## src/verilog/cto_pkg.sv

```systemverilog
// Purpose: shared constants and types of the frame-timeout supervisor
// Assumes: 40 MHz clock, APB register access, 32-bit data
// Notes:   timeout periods are in units of the 1 ms tick; clock, tick and bit periods are in ns
package cto_pkg;

   localparam int unsigned CLK_PERIOD_NS  = 25;
   localparam int unsigned TICK_PERIOD_NS = 1000000;
   localparam int unsigned TICK_CYCLES    =
      (TICK_PERIOD_NS + CLK_PERIOD_NS - 1) / CLK_PERIOD_NS;
   localparam int unsigned BIT_FAST_NS    = 1000;
   localparam int unsigned BIT_SLOW_NS    = 4000;
   localparam logic [7:0]  BIT_FAST_CYC   = 8'(BIT_FAST_NS / CLK_PERIOD_NS);
   localparam logic [7:0]  BIT_SLOW_CYC   = 8'(BIT_SLOW_NS / CLK_PERIOD_NS);

   localparam int          CNT_W  = 20;
   localparam int          TICK_W = 16;
   localparam int          ADDR_W = 8;

   ////////////////////////////////////////////////////////////////////////////
   // register offsets
   localparam logic [ADDR_W-1:0] OFS_TO_CFG  = 8'h00;
   localparam logic [ADDR_W-1:0] OFS_FAULT   = 8'h04;
   localparam logic [ADDR_W-1:0] OFS_UNLOCK  = 8'h08;
   localparam logic [ADDR_W-1:0] OFS_DBG_A   = 8'h0c;
   localparam logic [ADDR_W-1:0] OFS_DBG_B   = 8'h10;
   localparam logic [ADDR_W-1:0] OFS_DBG_ST  = 8'h14;
   localparam logic [ADDR_W-1:0] OFS_COMM    = 8'h18;
   localparam logic [ADDR_W-1:0] OFS_LNK_FLT = 8'h1c;

   // fields
   localparam int CFG_SHORT_LSB = 0;
   localparam int CFG_SHORT_EN  = 3;
   localparam int CFG_LONG_LSB  = 4;
   localparam int CFG_LONG_EN   = 7;
   localparam int CFG_LONG_ACT  = 8;
   localparam int FLT_SHORT     = 0;
   localparam int FLT_LONG      = 1;
   localparam int DBA_DAISY     = 0;
   localparam int DBA_SERIAL    = 1;
   localparam int DBA_MIRROR    = 2;
   localparam int DBA_TX_EN     = 3;
   localparam int DBA_BAUD      = 4;
   localparam int COMM_MDROP    = 0;
   localparam int COMM_STACK    = 1;
   localparam int COMM_TOS      = 2;
   localparam int ST_SER_USER   = 0;
   localparam int ST_DAISY_USER = 1;
   localparam int ST_CHAIN_LSB  = 2;
   localparam int ST_DEBUG      = 6;

   // reset values
   localparam logic [8:0] RST_TO_CFG = 9'h000;
   localparam logic [7:0] RST_UNLOCK = 8'h00;
   localparam logic [4:0] RST_DBG_A  = 5'h00;
   localparam logic [3:0] RST_DBG_B  = 4'h0;
   localparam logic [2:0] RST_COMM   = 3'h0;
   localparam logic [7:0] UNLOCK_CODE = 8'ha5;

   // timeout periods in ms, indexed by the 3-bit period field
   localparam logic [CNT_W-1:0] SHORT_MS [8] = '{
      20'h00064, 20'h000c8, 20'h001f4, 20'h003e8,
      20'h007d0, 20'h01388, 20'h02710, 20'h04e20};
   localparam logic [CNT_W-1:0] LONG_MS [8] = '{
      20'h003e8, 20'h007d0, 20'h01388, 20'h02710,
      20'h0ea60, 20'h1d4c0, 20'h493e0, 20'h927c0};

   typedef enum logic [2:0] {
      PWR_ACTIVE   = 3'b001,
      PWR_SLEEP    = 3'b010,
      PWR_SHUTDOWN = 3'b100
   } cto_pwr_t;

   typedef enum logic [2:0] {
      BC_IDLE = 3'b001,
      BC_WAIT = 3'b010,
      BC_SEND = 3'b100
   } cto_bc_t;

endpackage : cto_pkg

```

## src/verilog/cto_tmr_if.sv

```systemverilog
// Purpose: control and result of one no-frame timer
// Assumes: all signals on the block clock
// Notes:   ctl drives, tmr counts
interface cto_tmr_if;
   logic                    tick;
   logic                    run;
   logic                    clr;
   logic                    restart;
   logic [cto_pkg::CNT_W-1:0] limit;
   logic                    expired;
   modport ctl (output tick, run, clr, restart, limit, input expired);
   modport tmr (input tick, run, clr, restart, limit, output expired);
endinterface : cto_tmr_if

```

## src/verilog/cto_comm_supervisor.sv

```systemverilog
// Purpose: frame timeouts, debug port control, multidrop and broadcast order
// Assumes: APB slave, 40 MHz clock, frame events from the frame engine
// Notes:   one wait state on every APB access
//
// Register access over APB and the register addresses were left to the implementer.
module cto_comm_supervisor #(
   parameter int unsigned TICK_CYCLES = cto_pkg::TICK_CYCLES
) (
   input  wire logic                      i_clk,
   input  wire logic                      i_rst_n,
   input  wire logic                      i_psel,
   input  wire logic                      i_penable,
   input  wire logic                      i_pwrite,
   input  wire logic [cto_pkg::ADDR_W-1:0] i_paddr,
   input  wire logic [31:0]               i_pwdata,
   output logic      [31:0]               o_prdata,
   output logic                           o_pready,
   output logic                           o_pslverr,
   input  wire logic [2:0]                i_pwr_mode,
   input  wire logic                      i_frame_done,
   input  wire logic                      i_frame_err,
   input  wire logic [3:0]                i_hw_chain_en,
   input  wire logic [15:0]               i_link_fault,
   input  wire logic                      i_bcast_rd,
   input  wire logic                      i_upper_resp_done,
   output logic                           o_upper_tx_en,
   output logic                           o_upper_rx_en,
   output logic                           o_lower_tx_en,
   output logic                           o_lower_rx_en,
   output logic                           o_serial_tx_en,
   output logic                           o_mirror_en,
   output logic                           o_baud_slow,
   output logic                           o_baud_tick,
   output logic                           o_sleep_req,
   output logic                           o_shutdown_req,
   output logic                           o_resp_go
);

   ////////////////////////////////////////////////////////////////////////////
   // state

   typedef struct packed {
      logic                  pready;
      logic                  pslverr;
      logic [31:0]           prdata;
      logic [8:0]            to_cfg;
      logic [1:0]            fault;
      logic [7:0]            unlock;
      logic [4:0]            dbg_a;
      logic [3:0]            dbg_b;
      logic [2:0]            comm;
      logic [15:0]           link_flt;
      logic [cto_pkg::TICK_W-1:0] tick_cnt;
      logic                  tick;
      logic [7:0]            baud_cnt;
      logic                  baud_tick;
      logic [3:0]            chain_en;
      logic                  ser_tx;
      logic                  mirror;
      logic                  baud_slow;
      logic                  sleep_req;
      logic                  shut_req;
      cto_pkg::cto_bc_t      bc;
      logic                  resp_go;
   } cto_main_st_t;

   cto_main_st_t st_r;
   cto_main_st_t st_nxt;

   logic        debug_on;
   logic        ser_user;
   logic        daisy_user;
   logic        mdrop;
   logic        frame_ok;
   logic        pwr_active;
   logic        pwr_shut;
   logic        acc_done;
   logic        wr_en;
   logic        hit;
   logic [31:0] rd_data;
   logic [1:0]  flt_clr;
   logic        s_set;
   logic        l_set;
   logic        l_shut;
   logic [7:0]  baud_lim;
   logic [7:0]  dbg_stat;

   ////////////////////////////////////////////////////////////////////////////
   // mode decode

   assign debug_on   = st_r.unlock == cto_pkg::UNLOCK_CODE;
   assign ser_user   = debug_on & st_r.dbg_a[cto_pkg::DBA_SERIAL];
   assign daisy_user = debug_on & st_r.dbg_a[cto_pkg::DBA_DAISY];
   assign mdrop      = st_r.comm[cto_pkg::COMM_MDROP];
   assign frame_ok   = i_frame_done & ~i_frame_err;
   assign pwr_active = i_pwr_mode == cto_pkg::PWR_ACTIVE;
   assign pwr_shut   = i_pwr_mode == cto_pkg::PWR_SHUTDOWN;

   ////////////////////////////////////////////////////////////////////////////
   // timers

   cto_tmr_if s_if ();
   cto_tmr_if l_if ();

   assign s_if.tick    = st_r.tick;
   assign s_if.run     = st_r.to_cfg[cto_pkg::CFG_SHORT_EN] & pwr_active;
   assign s_if.clr     = ~st_r.to_cfg[cto_pkg::CFG_SHORT_EN] | pwr_shut;
   assign s_if.restart = frame_ok;
   assign s_if.limit   = cto_pkg::SHORT_MS[st_r.to_cfg[2:0]];

   assign l_if.tick    = st_r.tick;
   assign l_if.run     = st_r.to_cfg[cto_pkg::CFG_LONG_EN] & pwr_active;
   assign l_if.clr     = ~st_r.to_cfg[cto_pkg::CFG_LONG_EN] | pwr_shut;
   assign l_if.restart = frame_ok;
   assign l_if.limit   = cto_pkg::LONG_MS[st_r.to_cfg[6:4]];

   cto_timer u_short (
      .i_clk   (i_clk),
      .i_rst_n (i_rst_n),
      .tmr     (s_if.tmr)
   );

   cto_timer u_long (
      .i_clk   (i_clk),
      .i_rst_n (i_rst_n),
      .tmr     (l_if.tmr)
   );

   assign s_set  = s_if.expired & st_r.to_cfg[cto_pkg::CFG_SHORT_EN];
   assign l_set  = l_if.expired & st_r.to_cfg[cto_pkg::CFG_LONG_EN]
                   & ~st_r.to_cfg[cto_pkg::CFG_LONG_ACT];
   assign l_shut = l_if.expired & st_r.to_cfg[cto_pkg::CFG_LONG_EN]
                   & st_r.to_cfg[cto_pkg::CFG_LONG_ACT];

   ////////////////////////////////////////////////////////////////////////////
   // apb decode and read mux

   assign acc_done = i_psel & i_penable & st_r.pready;
   assign wr_en    = acc_done & i_pwrite & hit;
   assign flt_clr  = (wr_en && i_paddr == cto_pkg::OFS_FAULT) ? i_pwdata[1:0] : 2'b00;
   assign dbg_stat = {1'b0, debug_on, st_r.chain_en, daisy_user, ser_user};

   always_comb begin
      hit     = 1'b1;
      rd_data = '0;
      case (i_paddr)
         cto_pkg::OFS_TO_CFG:  rd_data[8:0]  = st_r.to_cfg;
         cto_pkg::OFS_FAULT:   rd_data[1:0]  = st_r.fault;
         cto_pkg::OFS_UNLOCK:  rd_data[7:0]  = st_r.unlock;
         cto_pkg::OFS_DBG_A:   rd_data[4:0]  = st_r.dbg_a;
         cto_pkg::OFS_DBG_B:   rd_data[3:0]  = st_r.dbg_b;
         cto_pkg::OFS_DBG_ST:  rd_data[7:0]  = dbg_stat;
         cto_pkg::OFS_COMM:    rd_data[2:0]  = st_r.comm;
         cto_pkg::OFS_LNK_FLT: rd_data[15:0] = st_r.link_flt;
         default:              hit           = 1'b0;
      endcase
   end

   ////////////////////////////////////////////////////////////////////////////
   // next state

   always_comb begin
      st_nxt         = st_r;
      st_nxt.pready  = 1'b0;
      st_nxt.pslverr = 1'b0;
      if (i_psel && i_penable && !st_r.pready) begin
         st_nxt.pready  = 1'b1;
         st_nxt.pslverr = ~hit;
         st_nxt.prdata  = rd_data;
      end
      if (wr_en) begin
         case (i_paddr)
            cto_pkg::OFS_TO_CFG: st_nxt.to_cfg = i_pwdata[8:0];
            cto_pkg::OFS_UNLOCK: st_nxt.unlock = i_pwdata[7:0];
            cto_pkg::OFS_DBG_A:  st_nxt.dbg_a  = i_pwdata[4:0];
            cto_pkg::OFS_DBG_B:  st_nxt.dbg_b  = i_pwdata[3:0];
            cto_pkg::OFS_COMM:   st_nxt.comm   = i_pwdata[2:0];
            default:             st_nxt.comm   = st_r.comm;
         endcase
      end
      // sticky fault flags, a new event beats a clear; link faults follow the input, requests pulse
      st_nxt.fault = (st_r.fault & ~flt_clr) | {l_set, s_set};
      st_nxt.link_flt = i_link_fault;
      st_nxt.sleep_req = l_set;
      st_nxt.shut_req  = l_shut;

      // 1 ms tick
      if (st_r.tick_cnt == 16'(TICK_CYCLES - 1)) begin
         st_nxt.tick_cnt = '0;
         st_nxt.tick     = 1'b1;
      end else begin
         st_nxt.tick_cnt = st_r.tick_cnt + 1'b1;
         st_nxt.tick     = 1'b0;
      end

      // serial bit-rate enable
      if (st_r.baud_cnt >= baud_lim) begin
         st_nxt.baud_cnt  = '0;
         st_nxt.baud_tick = 1'b1;
      end else begin
         st_nxt.baud_cnt  = st_r.baud_cnt + 1'b1;
         st_nxt.baud_tick = 1'b0;
      end
      st_nxt.baud_slow = ser_user & st_r.dbg_a[cto_pkg::DBA_BAUD];

      // chain port enables
      if (mdrop) begin
         st_nxt.chain_en = 4'h0;
      end else if (daisy_user) begin
         st_nxt.chain_en = st_r.dbg_b;
      end else begin
         st_nxt.chain_en = i_hw_chain_en;
      end

      // serial port
      if (ser_user) begin
         st_nxt.ser_tx = st_r.dbg_a[cto_pkg::DBA_TX_EN];
         st_nxt.mirror = st_r.dbg_a[cto_pkg::DBA_MIRROR];
      end else begin
         st_nxt.ser_tx = ~st_r.comm[cto_pkg::COMM_STACK];
         st_nxt.mirror = 1'b0;
      end

      // broadcast read turn, same in chain and multidrop
      case (st_r.bc)
         cto_pkg::BC_IDLE: begin
            if (i_bcast_rd) begin
               if (st_r.comm[cto_pkg::COMM_TOS]) begin
                  st_nxt.bc = cto_pkg::BC_SEND;
               end else begin
                  st_nxt.bc = cto_pkg::BC_WAIT;
               end
            end
         end
         cto_pkg::BC_WAIT: begin
            if (i_upper_resp_done) begin
               st_nxt.bc = cto_pkg::BC_SEND;
            end
         end
         cto_pkg::BC_SEND: begin
            st_nxt.bc = cto_pkg::BC_IDLE;
         end
         default: begin
            st_nxt.bc = cto_pkg::BC_IDLE;
         end
      endcase
      st_nxt.resp_go = st_nxt.bc == cto_pkg::BC_SEND;
   end

   assign baud_lim = st_r.baud_slow ? cto_pkg::BIT_SLOW_CYC - 8'h01
                                    : cto_pkg::BIT_FAST_CYC - 8'h01;

   always_ff @(posedge i_clk or negedge i_rst_n) begin
      if (!i_rst_n) begin
         st_r        <= '0;
         st_r.to_cfg <= cto_pkg::RST_TO_CFG;
         st_r.unlock <= cto_pkg::RST_UNLOCK;
         st_r.dbg_a  <= cto_pkg::RST_DBG_A;
         st_r.dbg_b  <= cto_pkg::RST_DBG_B;
         st_r.comm   <= cto_pkg::RST_COMM;
         st_r.bc     <= cto_pkg::BC_IDLE;
      end else begin
         st_r <= st_nxt;
      end
   end

   ////////////////////////////////////////////////////////////////////////////
   // outputs

   assign o_prdata       = st_r.prdata;
   assign o_pready       = st_r.pready;
   assign o_pslverr      = st_r.pslverr;
   assign o_upper_tx_en  = st_r.chain_en[0];
   assign o_upper_rx_en  = st_r.chain_en[1];
   assign o_lower_tx_en  = st_r.chain_en[2];
   assign o_lower_rx_en  = st_r.chain_en[3];
   assign o_serial_tx_en = st_r.ser_tx;
   assign o_mirror_en    = st_r.mirror;
   assign o_baud_slow    = st_r.baud_slow;
   assign o_baud_tick    = st_r.baud_tick;
   assign o_sleep_req    = st_r.sleep_req;
   assign o_shutdown_req = st_r.shut_req;
   assign o_resp_go      = st_r.resp_go;
endmodule : cto_comm_supervisor

```

## src/verilog/cto_timer.sv

```systemverilog
// Purpose: one no-frame timer counting ms ticks
// Assumes: tick is a one-cycle enable
// Notes:   expired is a one-cycle pulse
module cto_timer (
   input  wire logic i_clk,
   input  wire logic i_rst_n,
   cto_tmr_if.tmr    tmr
);

   typedef struct packed {
      logic [cto_pkg::CNT_W-1:0] cnt;
      logic                      expired;
   } cto_tmr_st_t;

   cto_tmr_st_t               st_r;
   cto_tmr_st_t               st_nxt;
   logic [cto_pkg::CNT_W-1:0] cnt_inc;

   assign cnt_inc = st_r.cnt + 1'b1;

   always_comb begin
      st_nxt         = st_r;
      st_nxt.expired = 1'b0;
      if (tmr.clr) begin
         st_nxt.cnt = '0;
      end else if (tmr.restart) begin
         st_nxt.cnt = '0;
      end else if (tmr.run && tmr.tick) begin
         if (cnt_inc >= tmr.limit) begin
            st_nxt.cnt     = '0;
            st_nxt.expired = 1'b1;
         end else begin
            st_nxt.cnt = cnt_inc;
         end
      end
   end

   always_ff @(posedge i_clk or negedge i_rst_n) begin
      if (!i_rst_n) begin
         st_r <= '0;
      end else begin
         st_r <= st_nxt;
      end
   end

   assign tmr.expired = st_r.expired;

endmodule : cto_timer

```

## config.mk

```make
export PLATFORM = sky130hd
export DESIGN_NAME = cto_comm_supervisor
export DESIGN_NICKNAME = d
export VERILOG_FILES = /design/src/verilog/cto_pkg.sv /design/src/verilog/cto_tmr_if.sv /design/src/verilog/cto_comm_supervisor.sv /design/src/verilog/cto_timer.sv
export SDC_FILE = /design/constraint.sdc
export NUM_CORES = 1
export LEC_CHECK = 0
export ABC_AREA = 1
export BUFFER_PORTS_ARGS = -buffer_cell sky130_fd_sc_hd__buf_2
export CORE_ASPECT_RATIO = 1.2
export CORE_UTILIZATION = 53
export CTS_BUF_LIST = sky130_fd_sc_hd__clkbuf_16
export DETAILED_ROUTE_END_ITERATION = 8
export PLACE_DENSITY = 0.77
export SYNTH_ARGS = -nofsm -noshare
export SYNTH_HDL_FRONTEND = slang
export SYNTH_SLANG_ARGS = --single-unit
export TNS_END_PERCENT = 10
```

## constraint.sdc

```tcl
create_clock -name i_clk -period 2.7 [get_ports i_clk]
set_clock_uncertainty 0.2 [all_clocks]
set_input_delay 0.27 -clock i_clk [delete_from_list [all_inputs] [get_ports i_clk]]
set_output_delay 0.27 -clock i_clk [all_outputs]
set_load 0.02 [all_outputs]
```

# Yosys cells after proc, flatten, opt, wreduce, memory -nomap -nowiden
# Memory sizes are Yosys's and may differ from the RTL's.
# Cells that the tools add are included.
[totals] ff_bits=146 rom_bits=320 in_bits=72 out_inout_bits=45 wordCells=131 n_memories=2
[classes] add_sub_neg=4 order_cmp=5 n_eq_ne=14 n_mux=38 bitwise=27 n_reduce_logical=15
[memory_table] memory="(no name shown)" words=8 width=20 read_ports=1 rd_clocked_by_memory_dff=0 wr=0 line_no="cto_comm_supervisor.sv:115" source="assign l_if.limit = cto_pkg::LONG_MS[st_r.to_cfg[6:4]];"
[memory_table] memory="(no name shown)" words=8 width=20 read_ports=1 rd_clocked_by_memory_dff=0 wr=0 line_no="cto_comm_supervisor.sv:109" source="assign s_if.limit = cto_pkg::SHORT_MS[st_r.to_cfg[2:0]];"
[ops] cell="two-way mux 20 bit" n=10
[ops] cell="two-way mux 21 bit" n=2
[ops] cell="adder 20 x 1 -> 20 bit (second input constant)" n=2
[ops] cell=">= comparator 20 bit" n=2
[ops] cell="two-way mux 34 bit" n=1
[ops] cell="== test 8 x 5 -> 1 bit (second input constant)" n=4
[ops] cell="two-way mux 17 bit" n=1
[ops] cell="adder 16 x 1 -> 16 bit (second input constant)" n=1
[ops] cell="== test 16 bit (second input constant)" n=1
[ops] cell="== test 8 x 4 -> 1 bit (second input constant)" n=2
[ops] cell="case mux 2 bit (8 select lines)" n=1
[ops] cell="AND 1 bit" n=14
[ops] cell="case mux 3 bit (4 select lines)" n=1
[ops] cell="AND reduction 2 bit" n=5
[ops] cell="two-way mux 3 bit" n=3
[ops] cell="two-way mux 9 bit" n=1
[ops] cell="adder 8 x 1 -> 8 bit (second input constant)" n=1
[ops] cell="== test 8 x 3 -> 1 bit (second input constant)" n=1
[ops] cell="== test 8 bit (second input constant)" n=1
[ops] cell=">= comparator 4 bit (second input constant)" n=2
[ops] cell=">= comparator 8 bit" n=1
[ops] cell="logical NOT 8 bit" n=1
[ops] cell="two-way mux 4 bit" n=2
[ops] cell="two-way mux 8 bit" n=1
[ops] cell="other kinds (21)" n=42

# Depth between registers and ports, before layout
[depth] ltp_word=9 ltp_mapped=22 mapped_depth_nobuf=21

# Hierarchy
# From an unflattened synthesis, not the netlist that was laid out.
[hier_totals] hier_cells=1261 area_unflattened_um2=9344.0
[modules_own_cells] mod="cto_comm_supervisor" n_inst=1 cells_each=627 area_each_um2=5117.4 seq_area_each_um2=2603.7
[modules_own_cells] mod="cto_timer" n_inst=2 cells_each=317 area_each_um2=2113.3 seq_area_each_um2=525.5

# Worst setup path after synthesis
# No wires, ideal clock.
[synth_timing] path_kind="register -> register" from="register u_long.st_r[1] in the netlist's numbering" to="register u_long.st_r[10] in the netlist's numbering" setup_ps=118 t_arrival_ps=2443 required_time_ps=2382 slack_ps=-61 stages_incl_launch_ff=22 path_buffers=1 period_less_slack_ps=2761 path_cell_list="dfrtp_1 > ha_1 > nand2_1 > nor2_1 > nand2_1 > nor3_1 > inv_1 > nand2_1 > inv_1 > ha_1 > nand2_1 > nor2_1 > nand3_1 > nand3_1 > nand2_1 > nand2_1 > nand2_1 > nand2_1 > nand2_1 > buf_2 > nand3_1 > nand2_1"
[synth_between] elab_chain_cells=6
[synth_lines] element="start: declaration" line_no="cto_timer.sv:15" source="cto_tmr_st_t st_r;"
[synth_lines] element="start signal: assignment" line_no="cto_timer.sv:42" source="st_r <= st_nxt;"
[synth_lines] element="adder 20 x 1 -> 20 bit (*)" line_no="cto_timer.sv:19" source="assign cnt_inc = st_r.cnt + 1'b1;"
[synth_lines] element=">= comparator 20 bit" line_no="cto_timer.sv:29" source="if (cnt_inc >= tmr.limit) begin"
[synth_lines] element="two-way mux 20 bit (*)" line_no="cto_timer.sv:29"
[synth_lines] element="two-way mux 21 bit (*)" line_no="cto_timer.sv:28" source="end else if (tmr.run && tmr.tick) begin"
[synth_lines] element="two-way mux 20 bit (*)" line_no="cto_timer.sv:26" source="end else if (tmr.restart) begin"
[synth_lines] element="two-way mux 20 bit (*)" line_no="cto_timer.sv:24" source="if (tmr.clr) begin"
# Every way passes the cells marked *; elsewhere a longest branch is shown, timed or not. The select of a mux whose other input is x is not followed.
# A chain may end at the register's enable or synchronous reset.

# Final worst setup path
[layout_timing] from="register u_long.st_r[7] in the netlist's numbering" to="register u_long.st_r[7] in the netlist's numbering"
# Same word-level chain as after synthesis.

==> run metrics <==
Sw Share 0.2566; total congestion overflow 0; Slew HR 0.5013; final wirelength roughly 23 mm; clock-pin slew of the registers on the worst-case setup and hold paths about 60 ps; routed len/inst 15.22 µm; utilization after layout 0.6842; Req. time, crit path 2810 ps; H-tree depth 4; cell internal pwr 3.541 mW; sequential power share 0.475; CTS tree done; Final Cycle Share 1.163; Final Slew Violations 0; min-delay src i_pwdata[1]; pin slew with the least headroom to its limit around 750 ps; maxcap violations 0; CP most frequent cell nand2_1; most frequent cell after synthesis nand2_1; EDFF count, synth 0; vias roughly 8000; Fin. Hold Viols 0; Final TNS setup -8430 ps; CP max-delay cell dfrtp_1; total power draw about 4.8 mW; clock tree buffer depth 2; Top Family by Delay on Critical Path simple AND/OR/NAND/NOR gates; top post-synthesis cells by area dfrtp_1 (43%), nand2_1 (14%), ha_1 (6.3%); Fillers about 1100; status complete, but fails checks; layout cells sized above 1 0.2258; synth cell count leaders nand2_1 (321), dfrtp_1 (145), nor2_1 (130); CP Class reg -> reg; cell accounting for the most synthesized area dfrtp_1; CP cell instances buf_4 > buf_4 > nand2_1 > nor2_1 > nand2_1 > nor2_4 > xnor2_2 > inv_1 > ha_1 > inv_2 > nor3_2 > nand2_1 > nand2_1 > nand2_1 > nand2_1 > nand2_2 > buf_6 > nand3_1 > nand2_1; CP arrival between 3000 and 4000 ps; # clock sinks between 100 and 150; Area after DPL about 9400 µm²; share of the synthesized area in the top cell type 0.4258; share of total power in the clock network 0.467; largest net degree at the start of global routing 65; first-pass GRT wire length approximately 35 mm; Cell Area, Synth 8522 µm²; final-report setup violation count 37; post-place setup slack -166.3 ps; Synthesis Warnings 0; # IOs approximately 120; Critical Path Max Stage Delay ~370 ps; Tot GR Track Use 0.2621; # nets final 1391; Worst Hold Class in -> reg; Design Area, Final between 10000 and 15000 µm²; row count 50; Placeable Area about 16000 µm²; Cells after Synth 1108; CTS buffer count 17; Final min period 3139 ps; post-synthesis async set-or-reset flop share 1.000; Ant. Diodes 0; Final HPWL DP 14.12 mm; Root Buffer clkbuf_16; Critical Path Source Type flip-flop; Die Wd 117.8 µm; crit-path max FO 7; Via-to-Cell Ratio between 5 and 6; post-synth cell types 48; die area approximately 17000 µm²; Area growth, synth to finish 25.56%; Starting Density 0.5449; Reg-to-Reg Start u_long.st_r[7]$_DFFE_PN0P_; failing checks setup timing; port bufs 77; register bit total from synthesis between 100 and 150; Max IR drop VDD around 0.39 mV; Worst setup startpoint u_long.st_r[7]$_DFFE_PN0P_; first-pass iteration count of the detailed router 5; leakage between 5 and 6 nW; P per Cell Area 445.1 nW/µm²; Initial DRC Count 696; switching pwr 1.222 mW; vias in the first global route between 7000 and 8000; unrepaired setup endpoints after global routing yes; Achievable Freq about 320 MHz; worst setup margin -439.1 ps; Mapped Avg Cell Area approximately 7.7 µm²; Comb pwr share 0.058; DRC violations left 0; WP buf/inv 5; antenna violations before repair 0; Skew-Pair Late Insertion Delay 440 ps; Top FF cell, synth dfrtp_1; height of the die approximately 140 µm; critical path endpoint category flip-flop; post-synthesis sequential area ratio 0.4289; gpl congestion 0.9268; remaining antenna violation count 0
[registers in the layout, summed over array words and instances, names as in the netlist, 16 cells and up]
name / count
st_r: 73
o_prdata: 16
u_short.st_r: 20
u_long.st_r: 20
[layout make-up]
class | instances | area (µm²) | area share
Multi-Input combinational cell | 792 | 4350 | 0.4066
Sequential cell | 146 | 3659 | 0.3419
Timing Repair Buffer | 188 | 1389 | 0.1298
Inverter | 131 | 491.7 | 0.04595
Clock buffer | 17 | 425.4 | 0.03976
Tap cell | 208 | 260.3 | 0.02432
Clock inverter | 15 | 125.1 | 0.01169
[worst reg2reg max path, delay by kind of cell (launching register included)]
| kind | cells | cell delay (ps) |
|---|---|---|
| adders and majority gates | 1 | 300 |
| xor gates and xnor gates | 1 | 150 |
| DFF | 1 | 370 |
| buffers and inverters | 5 | 510 |
| and+or+nand+nor | 12 | 1480 |
[per-stage QoR]
step                hold WS (ps)  instances
floorplan                 -225.6       1123
global placement           89.25       1415
detailed placement         91.98       1415
CTS                        5.736       1489
global route               19.51       1497
finish                     7.951       1497
[metal layers]
layer | share of wire | global-route usage
met1 | 0.39 | 0.2977
met2 | 0.50 | 0.4681
met3 | 0.056 | 0.05218
met4 | 0.057 | 0.1323
met5 | 0 | 0
[repair_timing]
item                                    in CTS  in global routing
pin swaps                                   13                 26
resized for setup                           35                 39
buffers inserted                            12                  8
endpoints found under the setup margin      37                 37
hold buffers                                30                  0
hold endpoints to repair                   102                  0
[worst paths after layout]
check / to / slack, ps / cells past startpoint
hold / removal: st_r[63]$_DFFE_PN0P_ / 8 / 3
max in group asynchronous: u_long.st_r[3]$_DFFE_PN0P_ / 1450 / 3
hold reg to reg: st_r[75]$_DFF_PN0_ / 250 / 2
setup / recovery: u_long.st_r[7]$_DFFE_PN0P_ / -440 / 19
min in group asynchronous: st_r[18]$_DFF_PN0_ / 180 / 2
setup reg to reg: u_long.st_r[7]$_DFFE_PN0P_ / -440 / 19
[cells by family (layout without fill, tap and decap cells)]
family / count (synthesis) / after routing / share of synthesized area
AND/OR/NAND/NOR: 599 / 599 / 0.3077
adder cells (fa/ha/maj): 43 / 43 / 0.06313
XOR/XNOR: 31 / 31 / 0.03186
buffers and inverters: 185 / 351 / 0.1003
other: 1 / 16 / 0.0004400
flip-flops: 146 / 146 / 0.4289
AO/OA/AOI/OAI: 103 / 103 / 0.06769
[power groups by stage]
stage | clock network (mW) | registers, mW | logic, mW
after floorplan | 0 | 2.31 | 0.127
after global placement | 0 | 2.30 | 0.240
after detailed placement | 0 | 2.30 | 0.244
after CTS | 2.23 | 2.26 | 0.279
after global routing | 2.33 | 2.27 | 0.312
final | 2.22 | 2.26 | 0.278
[layout by cell type, fill, tap and decap left out, types with 3 or more instances in the layout]
master and count:
nand2_1 309, dfrtp_1 142, inv_1 121, nor2_1 120, buf_2 76, buf_4 69
nand3_1 58, ha_1 37, o21ai_1 32, a21oi_1 31, dlygate4sd3_1 30, nand3_2 25
o21ai_0 20, xor2_1 18, nand2_2 17, clkbuf_16 17, conb_1 16, nand4_1 13
nor3_1 13, nor2_2 11, inv_2 8, buf_6 8, nor2_4 7, xnor2_1 6
nor3b_1 6, clkinvlp_4 6, xor2_2 5, inv_6 5, buf_12 5, nor3_2 4
nand3b_1 4, ha_4 3, ha_2 3, dfrtp_2 3
No activity file was read; power rests on OpenSTA's default activity.
